$ cat src/design/uhp_pkg.sv
// package for the per-pipe control logic of a usb host port
package uhp_pkg;
  // register offsets (byte addresses, word aligned only up to OFS_FLAG_SET)
  localparam logic [3:0] OFS_CONTROL = 4'h0;
  localparam logic [3:0] OFS_CTL_SET = 4'h4;
  localparam logic [3:0] OFS_CTL_CLR = 4'h8;
  localparam logic [3:0] OFS_FLAG_SET = 4'hC;
  localparam logic [3:0] OFS_FLAG_CLR = 4'h1;
  localparam logic [3:0] OFS_STATUS = 4'h5;
  localparam logic [3:0] OFS_INREQ = 4'h9;
  // control bit positions
  localparam int B_IN_RX = 0;
  localparam int B_OUT_TX = 1;
  localparam int B_SETUP_TX = 2;
  localparam int B_FAULT = 3;
  localparam int B_NAK = 4;
  localparam int B_OVERRUN = 5;
  localparam int B_STALL = 6;
  localparam int B_SHORT = 7;
  localparam int B_BUSY = 12;
  localparam int B_HANDOFF = 14;
  localparam int B_DMA_BLK = 16;
  localparam int B_HALT = 17;
  localparam int B_TOGGLE = 18;
  localparam logic [31:0] CONTROL_RESET = 32'h0000_0000;
  localparam logic [31:0] CONTROL_MASK = 32'h0007_50FF;
  localparam logic [15:0] FLAG_MASK = 16'h10FF;
  localparam logic [31:0] SET_MASK = 32'h0007_10FF;
  localparam logic [31:0] CLR_MASK = 32'h0003_50FF;

  typedef enum logic [1:0] {
    UHP_IN = 2'b00,
    UHP_OUT = 2'b01,
    UHP_SETUP = 2'b10
  } uhp_dir_e;

  // events coming from the pipe engine
  typedef struct packed {
    logic bank_done;
    logic stall_rx;
    logic in_done;
    logic toggle_done;
    logic [15:0] flag_evt;
  } uhp_evt_s;

  typedef struct packed {
    logic [31:0] control;
    logic [15:0] flags;
    logic [7:0] in_request_count;
    logic [8:0] in_done_cnt;
    logic configured_q;
    logic [31:0] rdata;
    logic rvalid;
    logic irq;
    logic bank_advance;
    logic toggle_pulse;
  } uhp_state_s;
endpackage

$ cat src/design/uhp_pipe_ctl.sv
// per-pipe control register block with avalon-mm slave
//
// Contract
// - writing one to short packet force sets short packet flag
// - writing one to busy bank force sets busy bank flag
// - flag force bits ignore zero writes and always read zero
// - in, out, setup irq enables set and cleared by strobes
// - underrun and pipe fault enables change only through strobes
// - nak and overrun enables set and cleared through strobes
// - stall and crc enables set and cleared through strobes
// - short packet enable set and cleared through strobes
// - busy bank enable at bit 12, set and cleared by strobes
// - out/setup: handoff set when bank frees, with tx flag
// - out/setup: handoff clear queues bank and switches bank
// - in: handoff set with received-in flag when packet stored
// - in: handoff clear releases bank and advances
// - halt set by strobe; halted pipe issues no requests
// - halt clear strobe drops halt, requests resume
// - halt set when unconfigured, stall received or fault flag
// - halt set after in_request_count plus one in requests
// - halt forced on pipe reset or enable
// - toggle reinit strobe raises bit 18, reinitialises toggle
// - hardware clears toggle reinit once done
`timescale 1ns/1ps
`default_nettype none
module uhp_pipe_ctl (
  input wire logic clk_i,
  input wire logic rst_i,
  input wire logic [3:0] avs_address_i,
  input wire logic avs_read_i,
  input wire logic avs_write_i,
  input wire logic [31:0] avs_writedata_i,
  input wire logic [3:0] avs_byteenable_i,
  output logic [31:0] avs_readdata_o,
  output logic avs_waitrequest_o,
  input wire logic pipe_configured_i,
  input wire logic pipe_enable_i,
  input wire uhp_pkg::uhp_dir_e pipe_dir_i,
  input wire uhp_pkg::uhp_evt_s evt_i,
  output logic pipe_halt_o,
  output logic bank_advance_o,
  output logic toggle_reinit_o,
  output logic irq_o
);
  import uhp_pkg::*;

  uhp_state_s st_reg;
  uhp_state_s st_next;
  logic [31:0] wmask;
  logic wr_ctl_set;
  logic wr_ctl_clr;
  logic wr_flag_set;
  logic wr_flag_clr;
  logic wr_inreq;
  logic enable_q;

  ////////////////////////////////////////////////////////////////////////
  // bus decode: one wait cycle per access, answer on the second edge
  always_comb begin
    wmask = {{8{avs_byteenable_i[3]}}, {8{avs_byteenable_i[2]}},
      {8{avs_byteenable_i[1]}}, {8{avs_byteenable_i[0]}}};
  end

  assign wr_ctl_set = avs_write_i && st_reg.rvalid
    && avs_address_i == OFS_CTL_SET;
  assign wr_ctl_clr = avs_write_i && st_reg.rvalid
    && avs_address_i == OFS_CTL_CLR;
  assign wr_flag_set = avs_write_i && st_reg.rvalid
    && avs_address_i == OFS_FLAG_SET;
  assign wr_flag_clr = avs_write_i && st_reg.rvalid
    && avs_address_i == OFS_FLAG_CLR;
  assign wr_inreq = avs_write_i && st_reg.rvalid
    && avs_address_i == OFS_INREQ;

  ////////////////////////////////////////////////////////////////////////
  always_comb begin
    logic [31:0] set_v;
    logic [31:0] clr_v;
    logic [15:0] fset_v;
    logic [15:0] fclr_v;
    logic halt_evt;
    set_v = '0;
    clr_v = '0;
    fset_v = '0;
    fclr_v = '0;
    halt_evt = 1'b0;
    st_next = st_reg;
    st_next.bank_advance = 1'b0;
    st_next.toggle_pulse = 1'b0;
    // a strobe register ignores zero bits
    if (wr_ctl_set) begin
      set_v = avs_writedata_i & wmask & SET_MASK;
    end
    if (wr_ctl_clr) begin
      clr_v = avs_writedata_i & wmask & CLR_MASK;
    end
    if (wr_flag_set) begin
      fset_v = avs_writedata_i[15:0] & wmask[15:0] & FLAG_MASK;
    end
    if (wr_flag_clr) begin
      fclr_v = avs_writedata_i[15:0] & wmask[15:0] & FLAG_MASK;
    end
    if (wr_inreq) begin
      st_next.in_request_count = avs_writedata_i[7:0];
    end
    // hardware events beat a software flag clear
    st_next.flags = (st_reg.flags & ~fclr_v) | fset_v | evt_i.flag_evt;
    // bank handoff set on completion event
    if (evt_i.bank_done && pipe_dir_i != UHP_IN) begin
      set_v[B_HANDOFF] = 1'b1;
      st_next.flags[pipe_dir_i == UHP_OUT ? B_OUT_TX : B_SETUP_TX]
        = 1'b1;
    end
    if (evt_i.bank_done && pipe_dir_i == UHP_IN) begin
      set_v[B_HANDOFF] = 1'b1;
      st_next.flags[B_IN_RX] = 1'b1;
    end
    // software clear of a set handoff hands the bank on
    if (clr_v[B_HANDOFF] && st_reg.control[B_HANDOFF]) begin
      st_next.bank_advance = 1'b1;
    end
    // in request counting
    if (evt_i.in_done && pipe_dir_i == UHP_IN) begin
      st_next.in_done_cnt = 9'(st_reg.in_done_cnt + 9'h001);
      if (9'(st_reg.in_done_cnt + 9'h001)
          >= 9'({1'b0, st_reg.in_request_count} + 9'h001)) begin
        halt_evt = 1'b1;
        st_next.in_done_cnt = 9'h000;
      end
    end
    if (!pipe_configured_i || evt_i.stall_rx
        || st_reg.flags[B_FAULT]) begin
      halt_evt = 1'b1;
    end
    st_next.configured_q = pipe_configured_i;
    if ((pipe_configured_i && !st_reg.configured_q)
        || (pipe_enable_i && !enable_q)) begin
      halt_evt = 1'b1;
      st_next.in_done_cnt = 9'h000;
    end
    if (set_v[B_TOGGLE] && !st_reg.control[B_TOGGLE]) begin
      st_next.toggle_pulse = 1'b1;
    end
    // clear has priority over set
    st_next.control = ((st_reg.control | set_v) & ~clr_v)
      & CONTROL_MASK;
    if (halt_evt) begin
      st_next.control[B_HALT] = 1'b1;
    end
    if (evt_i.toggle_done) begin
      st_next.control[B_TOGGLE] = 1'b0;
    end
    st_next.irq = |(st_next.flags
      & st_next.control[15:0] & FLAG_MASK);
    // read path
    st_next.rvalid = (avs_read_i || avs_write_i) && !st_reg.rvalid;
    st_next.rdata = 32'h0000_0000;
    if (avs_read_i && !st_reg.rvalid) begin
      unique case (avs_address_i)
        OFS_CONTROL: st_next.rdata = st_reg.control;
        OFS_STATUS: st_next.rdata = {16'h0000, st_reg.flags};
        OFS_INREQ: st_next.rdata = {24'h000000, st_reg.in_request_count};
        default: st_next.rdata = 32'h0000_0000;
      endcase
    end
  end

  ////////////////////////////////////////////////////////////////////////
  always_ff @(posedge clk_i or posedge rst_i) begin
    if (rst_i) begin
      st_reg <= '0;
      enable_q <= 1'b0;
    end else begin
      st_reg <= st_next;
      enable_q <= pipe_enable_i;
    end
  end

  assign avs_readdata_o = st_reg.rdata;
  assign avs_waitrequest_o = (avs_read_i || avs_write_i) && !st_reg.rvalid;
  assign pipe_halt_o = st_reg.control[B_HALT];
  assign bank_advance_o = st_reg.bank_advance;
  assign toggle_reinit_o = st_reg.toggle_pulse;
  assign irq_o = st_reg.irq;

  ////////////////////////////////////////////////////////////////////////
  a_clr_wins_set: assert property (@(posedge clk_i) disable iff (rst_i)
    wr_ctl_clr && avs_writedata_i[B_HANDOFF] && avs_byteenable_i[1]
    |=> !st_reg.control[B_HANDOFF])
    else $error("clear lost to set");
  a_halt_on_stall: assert property (@(posedge clk_i) disable iff (rst_i)
    evt_i.stall_rx |=> pipe_halt_o) else $error("halt missed stall");
  a_halt_on_fault: assert property (@(posedge clk_i) disable iff (rst_i)
    st_reg.flags[B_FAULT] |=> pipe_halt_o)
    else $error("halt missed fault");
  a_halt_clr_drops: assert property (@(posedge clk_i) disable iff (rst_i)
    wr_ctl_clr && avs_writedata_i[B_HALT] && avs_byteenable_i[2]
    && pipe_configured_i && st_reg.configured_q && !evt_i.stall_rx
    && !st_reg.flags[B_FAULT] && !evt_i.in_done
    && !(pipe_enable_i && !enable_q) |=> !pipe_halt_o)
    else $error("halt clear ignored");
  a_handoff_in: assert property (@(posedge clk_i) disable iff (rst_i)
    evt_i.bank_done && pipe_dir_i == UHP_IN && !wr_ctl_clr
    |=> st_reg.control[B_HANDOFF] && st_reg.flags[B_IN_RX])
    else $error("in handoff not set");
  a_handoff_out: assert property (@(posedge clk_i) disable iff (rst_i)
    evt_i.bank_done && pipe_dir_i == UHP_OUT && !wr_ctl_clr
    |=> st_reg.control[B_HANDOFF] && st_reg.flags[B_OUT_TX])
    else $error("out handoff not set");
  a_bank_advance: assert property (@(posedge clk_i) disable iff (rst_i)
    wr_ctl_clr && avs_writedata_i[B_HANDOFF] && avs_byteenable_i[1]
    && st_reg.control[B_HANDOFF] |=> bank_advance_o ##1 !bank_advance_o)
    else $error("bank not advanced");
  a_toggle_clear: assert property (@(posedge clk_i) disable iff (rst_i)
    evt_i.toggle_done |=> !st_reg.control[B_TOGGLE])
    else $error("toggle bit stuck");
  a_short_force: assert property (@(posedge clk_i) disable iff (rst_i)
    wr_flag_set && avs_writedata_i[B_SHORT] && avs_byteenable_i[0]
    |=> st_reg.flags[B_SHORT]) else $error("short force lost");
  a_busy_force: assert property (@(posedge clk_i) disable iff (rst_i)
    wr_flag_set && avs_writedata_i[B_BUSY] && avs_byteenable_i[1]
    |=> st_reg.flags[B_BUSY]) else $error("busy force lost");
  a_irq_follows: assert property (@(posedge clk_i) disable iff (rst_i)
    irq_o |-> |(st_reg.flags & st_reg.control[15:0]))
    else $error("irq without cause");
endmodule // uhp_pipe_ctl
`default_nettype wire

$ cat config.mk
export PLATFORM = sky130hd
export DESIGN_NAME = uhp_pipe_ctl
export DESIGN_NICKNAME = d
export VERILOG_FILES = /design/src/design/uhp_pkg.sv /design/src/design/uhp_pipe_ctl.sv
export SDC_FILE = /design/constraint.sdc
export NUM_CORES = 1
export LEC_CHECK = 0
export BUFFER_PORTS_ARGS = -buffer_cell sky130_fd_sc_hd__buf_2
export CORE_MARGIN = 10
export CORE_UTILIZATION = 47
export DETAILED_ROUTE_END_ITERATION = 8
export GPL_ROUTABILITY_DRIVEN = 1
export GPL_TIMING_DRIVEN = 0
export PLACE_DENSITY = 0.77
export SYNTH_ARGS = -nofsm -noshare
export SYNTH_HDL_FRONTEND = slang
export SYNTH_SLANG_ARGS = --single-unit
$ cat constraint.sdc
create_clock -name clk_i -period 2.4 [get_ports clk_i]
set_input_delay 0.12 -clock clk_i [delete_from_list [all_inputs] [get_ports clk_i]]
set_output_delay 0.12 -clock clk_i [all_outputs]
set_load 0.02 [all_outputs]
==> metrics.cfg, run 1 <==
[synth]
synth_cells=327
ys_types=45
ys.flop_type=dfrtp_1
synth_warnings=0
synth_common_cells=dfrtp_1 (71), buf_4 (32), a21oi_1 (25)
syn_area_per_cell_um2=10.68
synth_most_common_cell=dfrtp_1
yosysTopAreaCellShare_pct=50.86
yosysTopAreaCell=dfrtp_1
synth_edf_count=0
ys_seq_area_share_pct=50.86
synth_area_um2=3493
async_flop_share_pct=100.0
ys_top_cells_by_area=dfrtp_1 (51%), buf_4 (6.9%), ha_1 (3.9%)
synth_seq_cells=71

[power]
p_leak_nw=2.202
power.density_nw_per_um2=655.7
irDropWorstVdd_mv=0.3835

[clocking]
cts_buffer_depth=2
numCtsBuffers=9
clockRootBuffer=clkbuf_8
insertion_delay_ns=0.35
clkTransAtPathRegs_ns=0.08
htree_levels=3
clock-sinks=71
cts_tree=built

[final_layout]
syn_to_final_growth_pct=31.95
n_antenna_cell=0
fin_area_um2=4609
drive_above_1_share_pct=36.12
fin_util_pct=63.55
largest_register_ffs=47
nets=528

[floorplan]
num_io_pins=105
start_util_pct=48.16
dieArea_um2=11280
core-area_um2=7253
rows=31
die_w_um=106.2
die_h_um=106.2

[global_route]
antenna_found_initial=0
grt.overflow.total=0
grt_pass1_vias=3064
grt_use_total_pct=17.01
grt_pass1_wl_mm=15.40
grt_max_degree=72

[setup_path]
critPathMaxFanout=5
worstSetupPathType=reg -> reg
cp.required_ns=2.69
critical_path_arrival_ns=2.64
setup.worst_path.end_class=flip-flop
cp-start-kind=flip-flop

[sta]
hold_violations=0
slew_headroom_pct=23.20
layout_setup_ws_ns=0.04300
setup_violations=0
clock.fmax_mhz=424.3
slew_violations=0
fin_skew_ns=0.009446
rsz0062_at_grt=true
hold_ws_ns=0.01019
tightest_slew_ns=1.142
period_minus_slack_ns=2.357
fin_crit_sh_pct=98.21

[route]
route.detailed.drc=0
wl_mm=9.459
drt_iter0_markers=213
vias=2976
via_per_inst=5.382
post_drt_wl_per_cell_um=17.10
drtAntennaViolNets=0
dr.pass1.iters=5

[status]
status=finished clean

[place]
pre_cts_ws_ns=-0.3170
io_buffers=71
place.gp.congestion=0.8469
place_area_um2=4020
post-dp-hpwl_mm=6.593

[min_path]
hold_path_class=in -> reg

[flow_run]
drv_cap=0

## layout make-up
class / instances / area, um2
inverters: 9 / 36.28
clock inverters: 7 / 117.6
multi-input cells: 220 / 1545
plain buffers: 40 / 276.5
fillers: 585 / 2644
flip-flops and latches: 71 / 1778
well taps: 99 / 123.9
repair buffers: 98 / 608.1
clock buffers: 9 / 123.9
## worst paths after layout
path | from | cells after the start | slack (ns) | end
max | st_reg[47] | 10 | 0.04 | st_reg[41]
min | avs_writedata_i[3] | 2 | 0.01 | st_reg[49]
max reg2reg | st_reg[47] | 10 | 0.04 | st_reg[41]
min reg2reg | st_reg[65] | 1 | 0.46 | st_reg[65]
max in group asynchronous | rst_i | 3 | 1.30 | st_reg[37]
min in group asynchronous | rst_i | 3 | 0.51 | avs_readdata_o[11]
## kinds of logic (layout without fill, tap and decap cells)
group                      count (synthesis)  in the layout  synth area share [%]
buffers and inverters                     49            163                 8.882
other                                      1             13                0.1073
AOI/OAI and AO/OA                         80             81                 15.90
muxes                                      7              7                 2.257
DFF                                       71             71                 50.86
xor gates and xnor gates                  13             13                 3.259
adders and majority gates                 11             11                 3.940
and+or+nand+nor                           95             95                 14.79
## worst max-delay path: stages, from the launching register on
cell and delay, ns:
dfrtp_1 0.44, ha_4 0.18, nand3_4 0.09, nor2_4 0.16, xnor2_2 0.08, ha_1 0.32
a21o_1 0.19, a211o_1 0.25, a41o_2 0.28, o21ai_4 0.10, a32o_1 0.20
## report_power, final
group	switching, mW	total [mW]	internal (mW)
clock	0.478	1.17	0.694
combinational	0.264	0.507	0.243
sequential	0.0795	1.34	1.26
## stage by stage
stage | TNS, ns | instances | total power, mW
6_report | 0 | 553 | 3.022
5_1_grt | -0.3311 | 553 | 3.161
4_1_cts | 0 | 545 | 2.974
3_5_place_dp | -3.051 | 509 | 1.759
3_3_place_gp | -25.03 | 509 | 1.742
2_1_floorplan | 0 | 339 | 1.614
## metal layers
layer	vias up	track usage (%)	wire length, um
li1	1399	-	-
met1	1426	19.83	3940
met2	127	29.11	4667
met3	24	5.374	649
met4	0	5.513	201
met5	-	0	0
## timing repair
action                     CTS  global route
gates resized for setup      7            14
hold endpoints to repair    85             0
hold buffers                17             0
pin swaps                    2            12
setup endpoints to repair   10            10
setup buffers                3             7
cloned                       0             1
## cells in the final DEF, fill, tap and decap left out, types with 11 or more instances in the layout
cell type,synthesis,routed
buf_2,4,75
dfrtp_1,71,70
buf_4,32,40
a21oi_1,25,25
nand2_1,17,17
dlygate4sd3_1,0,17
nand3_1,17,15
a22oi_1,13,13
conb_1,1,13
a31oi_1,12,12
and3_1,11,11
nor2_1,13,11
Power figures use the tool's default switching activity.
==> inputs of run 2 (changes only) <==
RECOVER_POWER = 100   (was default)
==> metrics.cfg, run 2 (same netlist as run 1, synthesis figures left out) <==
[status]
status=finished clean

[sta]
hold_ws_ns=0.01196  ; +0.001769 ns
tightest_slew_ns=1.458  ; +0.3153 ns
fin_skew_ns=0.01067  ; +0.001224 ns
rsz0062_at_grt=true
slew_violations=0  ; unchanged
fin_crit_sh_pct=98.24  ; about the same
clock.fmax_mhz=424.2  ; about the same
slew_headroom_pct=2.690  ; -21 points
hold_violations=0  ; unchanged
setup_violations=0  ; unchanged
period_minus_slack_ns=2.358  ; +0.0006471 ns

[route]
wl_mm=9.463  ; about the same
drt_iter0_markers=225  ; +5.6%
vias=2960  ; -0.54%
post_drt_wl_per_cell_um=17.11  ; about the same
route.detailed.drc=0  ; unchanged
via_per_inst=5.353  ; -0.54%
dr.pass1.iters=5  ; unchanged
drtAntennaViolNets=0  ; unchanged

[min_path]
hp-start=avs_writedata_i[3]
hold_path_class=in -> reg
whs_path_depth=2  ; unchanged
hold_end=st_reg[49]

[setup_path]
critPathMaxFanout=5  ; unchanged
reg2reg_to=st_reg[41]
reg2reg_setup_slack_ns=0.04  ; about the same
worstSetupPathType=reg -> reg
cp.required_ns=2.68  ; about the same
r2r-start=st_reg[47]
setup.worst_path.end_class=flip-flop
critical_path_arrival_ns=2.64  ; about the same
cp-start-kind=flip-flop
ff2ff_path_depth=10  ; unchanged

[power]
power.density_nw_per_um2=659.9  ; +0.64%
p_leak_nw=2.085  ; -5.3%
irDropWorstVdd_mv=0.3841  ; +0.15%

[clocking]
cts_buffer_depth=2  ; unchanged
cts_tree=built
clkTransAtPathRegs_ns=0.08  ; about the same
numCtsBuffers=9  ; unchanged
clock-sinks=71  ; unchanged
htree_levels=3  ; unchanged
clockRootBuffer=clkbuf_8
insertion_delay_ns=0.35  ; about the same

[final_layout]
drive_above_1_share_pct=29.30  ; -6.8 points
layout_commonest_cell=dfrtp_1
regArea_um2=1778  ; unchanged
largest_register_ffs=47  ; unchanged
final_cell_mix=dfrtp_1 (70), buf_2 (46), buf_4 (40)
multi_input_area_um2=1543  ; -0.16%
syn_to_final_growth_pct=30.73
n_antenna_cell=0  ; unchanged
nets=528  ; unchanged
fill_cells=600  ; +2.6%
fin_util_pct=62.96  ; -0.59 points

[floorplan]
start_util_pct=48.16  ; unchanged
dieArea_um2=11280  ; unchanged
core-area_um2=7253  ; unchanged
die_h_um=106.2  ; unchanged
die_w_um=106.2  ; unchanged
num_io_pins=105  ; unchanged
rows=31  ; unchanged

[place]
place.gp.congestion=0.8469  ; unchanged
post-dp-hpwl_mm=6.593  ; unchanged
io_buffers=71  ; unchanged

[global_route]
grt_pass1_vias=3064  ; unchanged
grt_max_degree=72  ; unchanged
grt_use_total_pct=17.01  ; unchanged
grt_pass1_wl_mm=15.40  ; unchanged
antenna_found_initial=0  ; unchanged
grt.overflow.total=0  ; unchanged

[flow_run]
drv_cap=0  ; unchanged

-- run 2: cell types whose count changed in the layout (fill, tap and decap cells not counted) --
| cell | change |
|---|---|
| nor2_2 | -1 |
| clkbuf_1 | +30 |
| buf_2 | -29 |
| inv_2 | +1 |
| clkbuf_2 | -1 |
| nor2_1 | +1 |
| inv_4 | -1 |
-- run 2: timing repair --
| action | 4_1_cts | 5_1_grt |
|---|---|---|
| hold buffers | 17 | 0 |
| resized for setup | 7 | 14 |
| setup buffers | 3 | 7 |
| hold endpoints to repair | 85 | 0 |
| pin swaps | 2 | 12 |
| endpoints found under the setup margin | 10 | 10 |
| gates cloned | 0 | 1 |
-- run 2: how the worst max path moves through the flow --
stage	startpoint	endpoint	slack [ns]	cells past startpoint
after global routing	st_reg[48]	st_reg[41]	-0.06	8
after floorplan	st_reg[46]	st_reg[38]	0.02	10
after detailed placement	st_reg[46]	pipe_halt_o	-0.32	10
after CTS	st_reg[37]	st_reg[41]	0.006	9
after global placement	rst_i	avs_readdata_o[4]	-0.32	2
final	st_reg[47]	st_reg[41]	0.04	10
-- run 2: cell type report --
class	instances	share of cell area (%)
Buffer	40	6.000
Clock buffer	9	2.712
Clock inverter	7	2.575
Inverter	9	0.7397
Multi-Input combinational cell	220	33.78
Sequential cell	71	38.93
Tap cell	99	2.712
Timing Repair Buffer	98	12.55
-- run 2: critical path, cell delays in order, from the launching register on --
cell and delay, ns:
dfrtp_1 0.43, ha_4 0.18, nand3_4 0.09, nor2_4 0.16
xnor2_2 0.08, ha_1 0.32, a21o_1 0.19, a211o_1 0.25
a41o_2 0.28, o21ai_4 0.10, a32o_1 0.21
-- run 2: report_power, final --
part | leakage, nW | internal, mW | switching [mW] | total, mW
clock network | 0.124 | 0.694 | 0.474 | 1.17
logic | 1.09 | 0.238 | 0.264 | 0.503
registers | 0.869 | 1.26 | 0.0790 | 1.34
-- run 2: routing by layer --
layer / global-route usage, % / vias to the layer above / wire [um]
li1: - / 1401 / -
met1: 19.83 / 1409 / 3937
met2: 29.11 / 131 / 4686
met3: 5.374 / 19 / 652
met4: 5.513 / 0 / 186
met5: 0 / - / 0
-- run 2: stage by stage --
stage	power, mW	setup TNS (ns)	area, um2	setup slack [ns]	instances
finish	3.014	0	4567	0.04235	553
floorplan	1.614	0	3538	0.02398	339
detailed placement	1.759	-3.051	4020	-0.3170	509
global route	3.157	-0.3311	4567	-0.06211	553
CTS	2.974	0	4484	0.005711	545
global placement	1.742	-25.03	4018	-0.3214	509
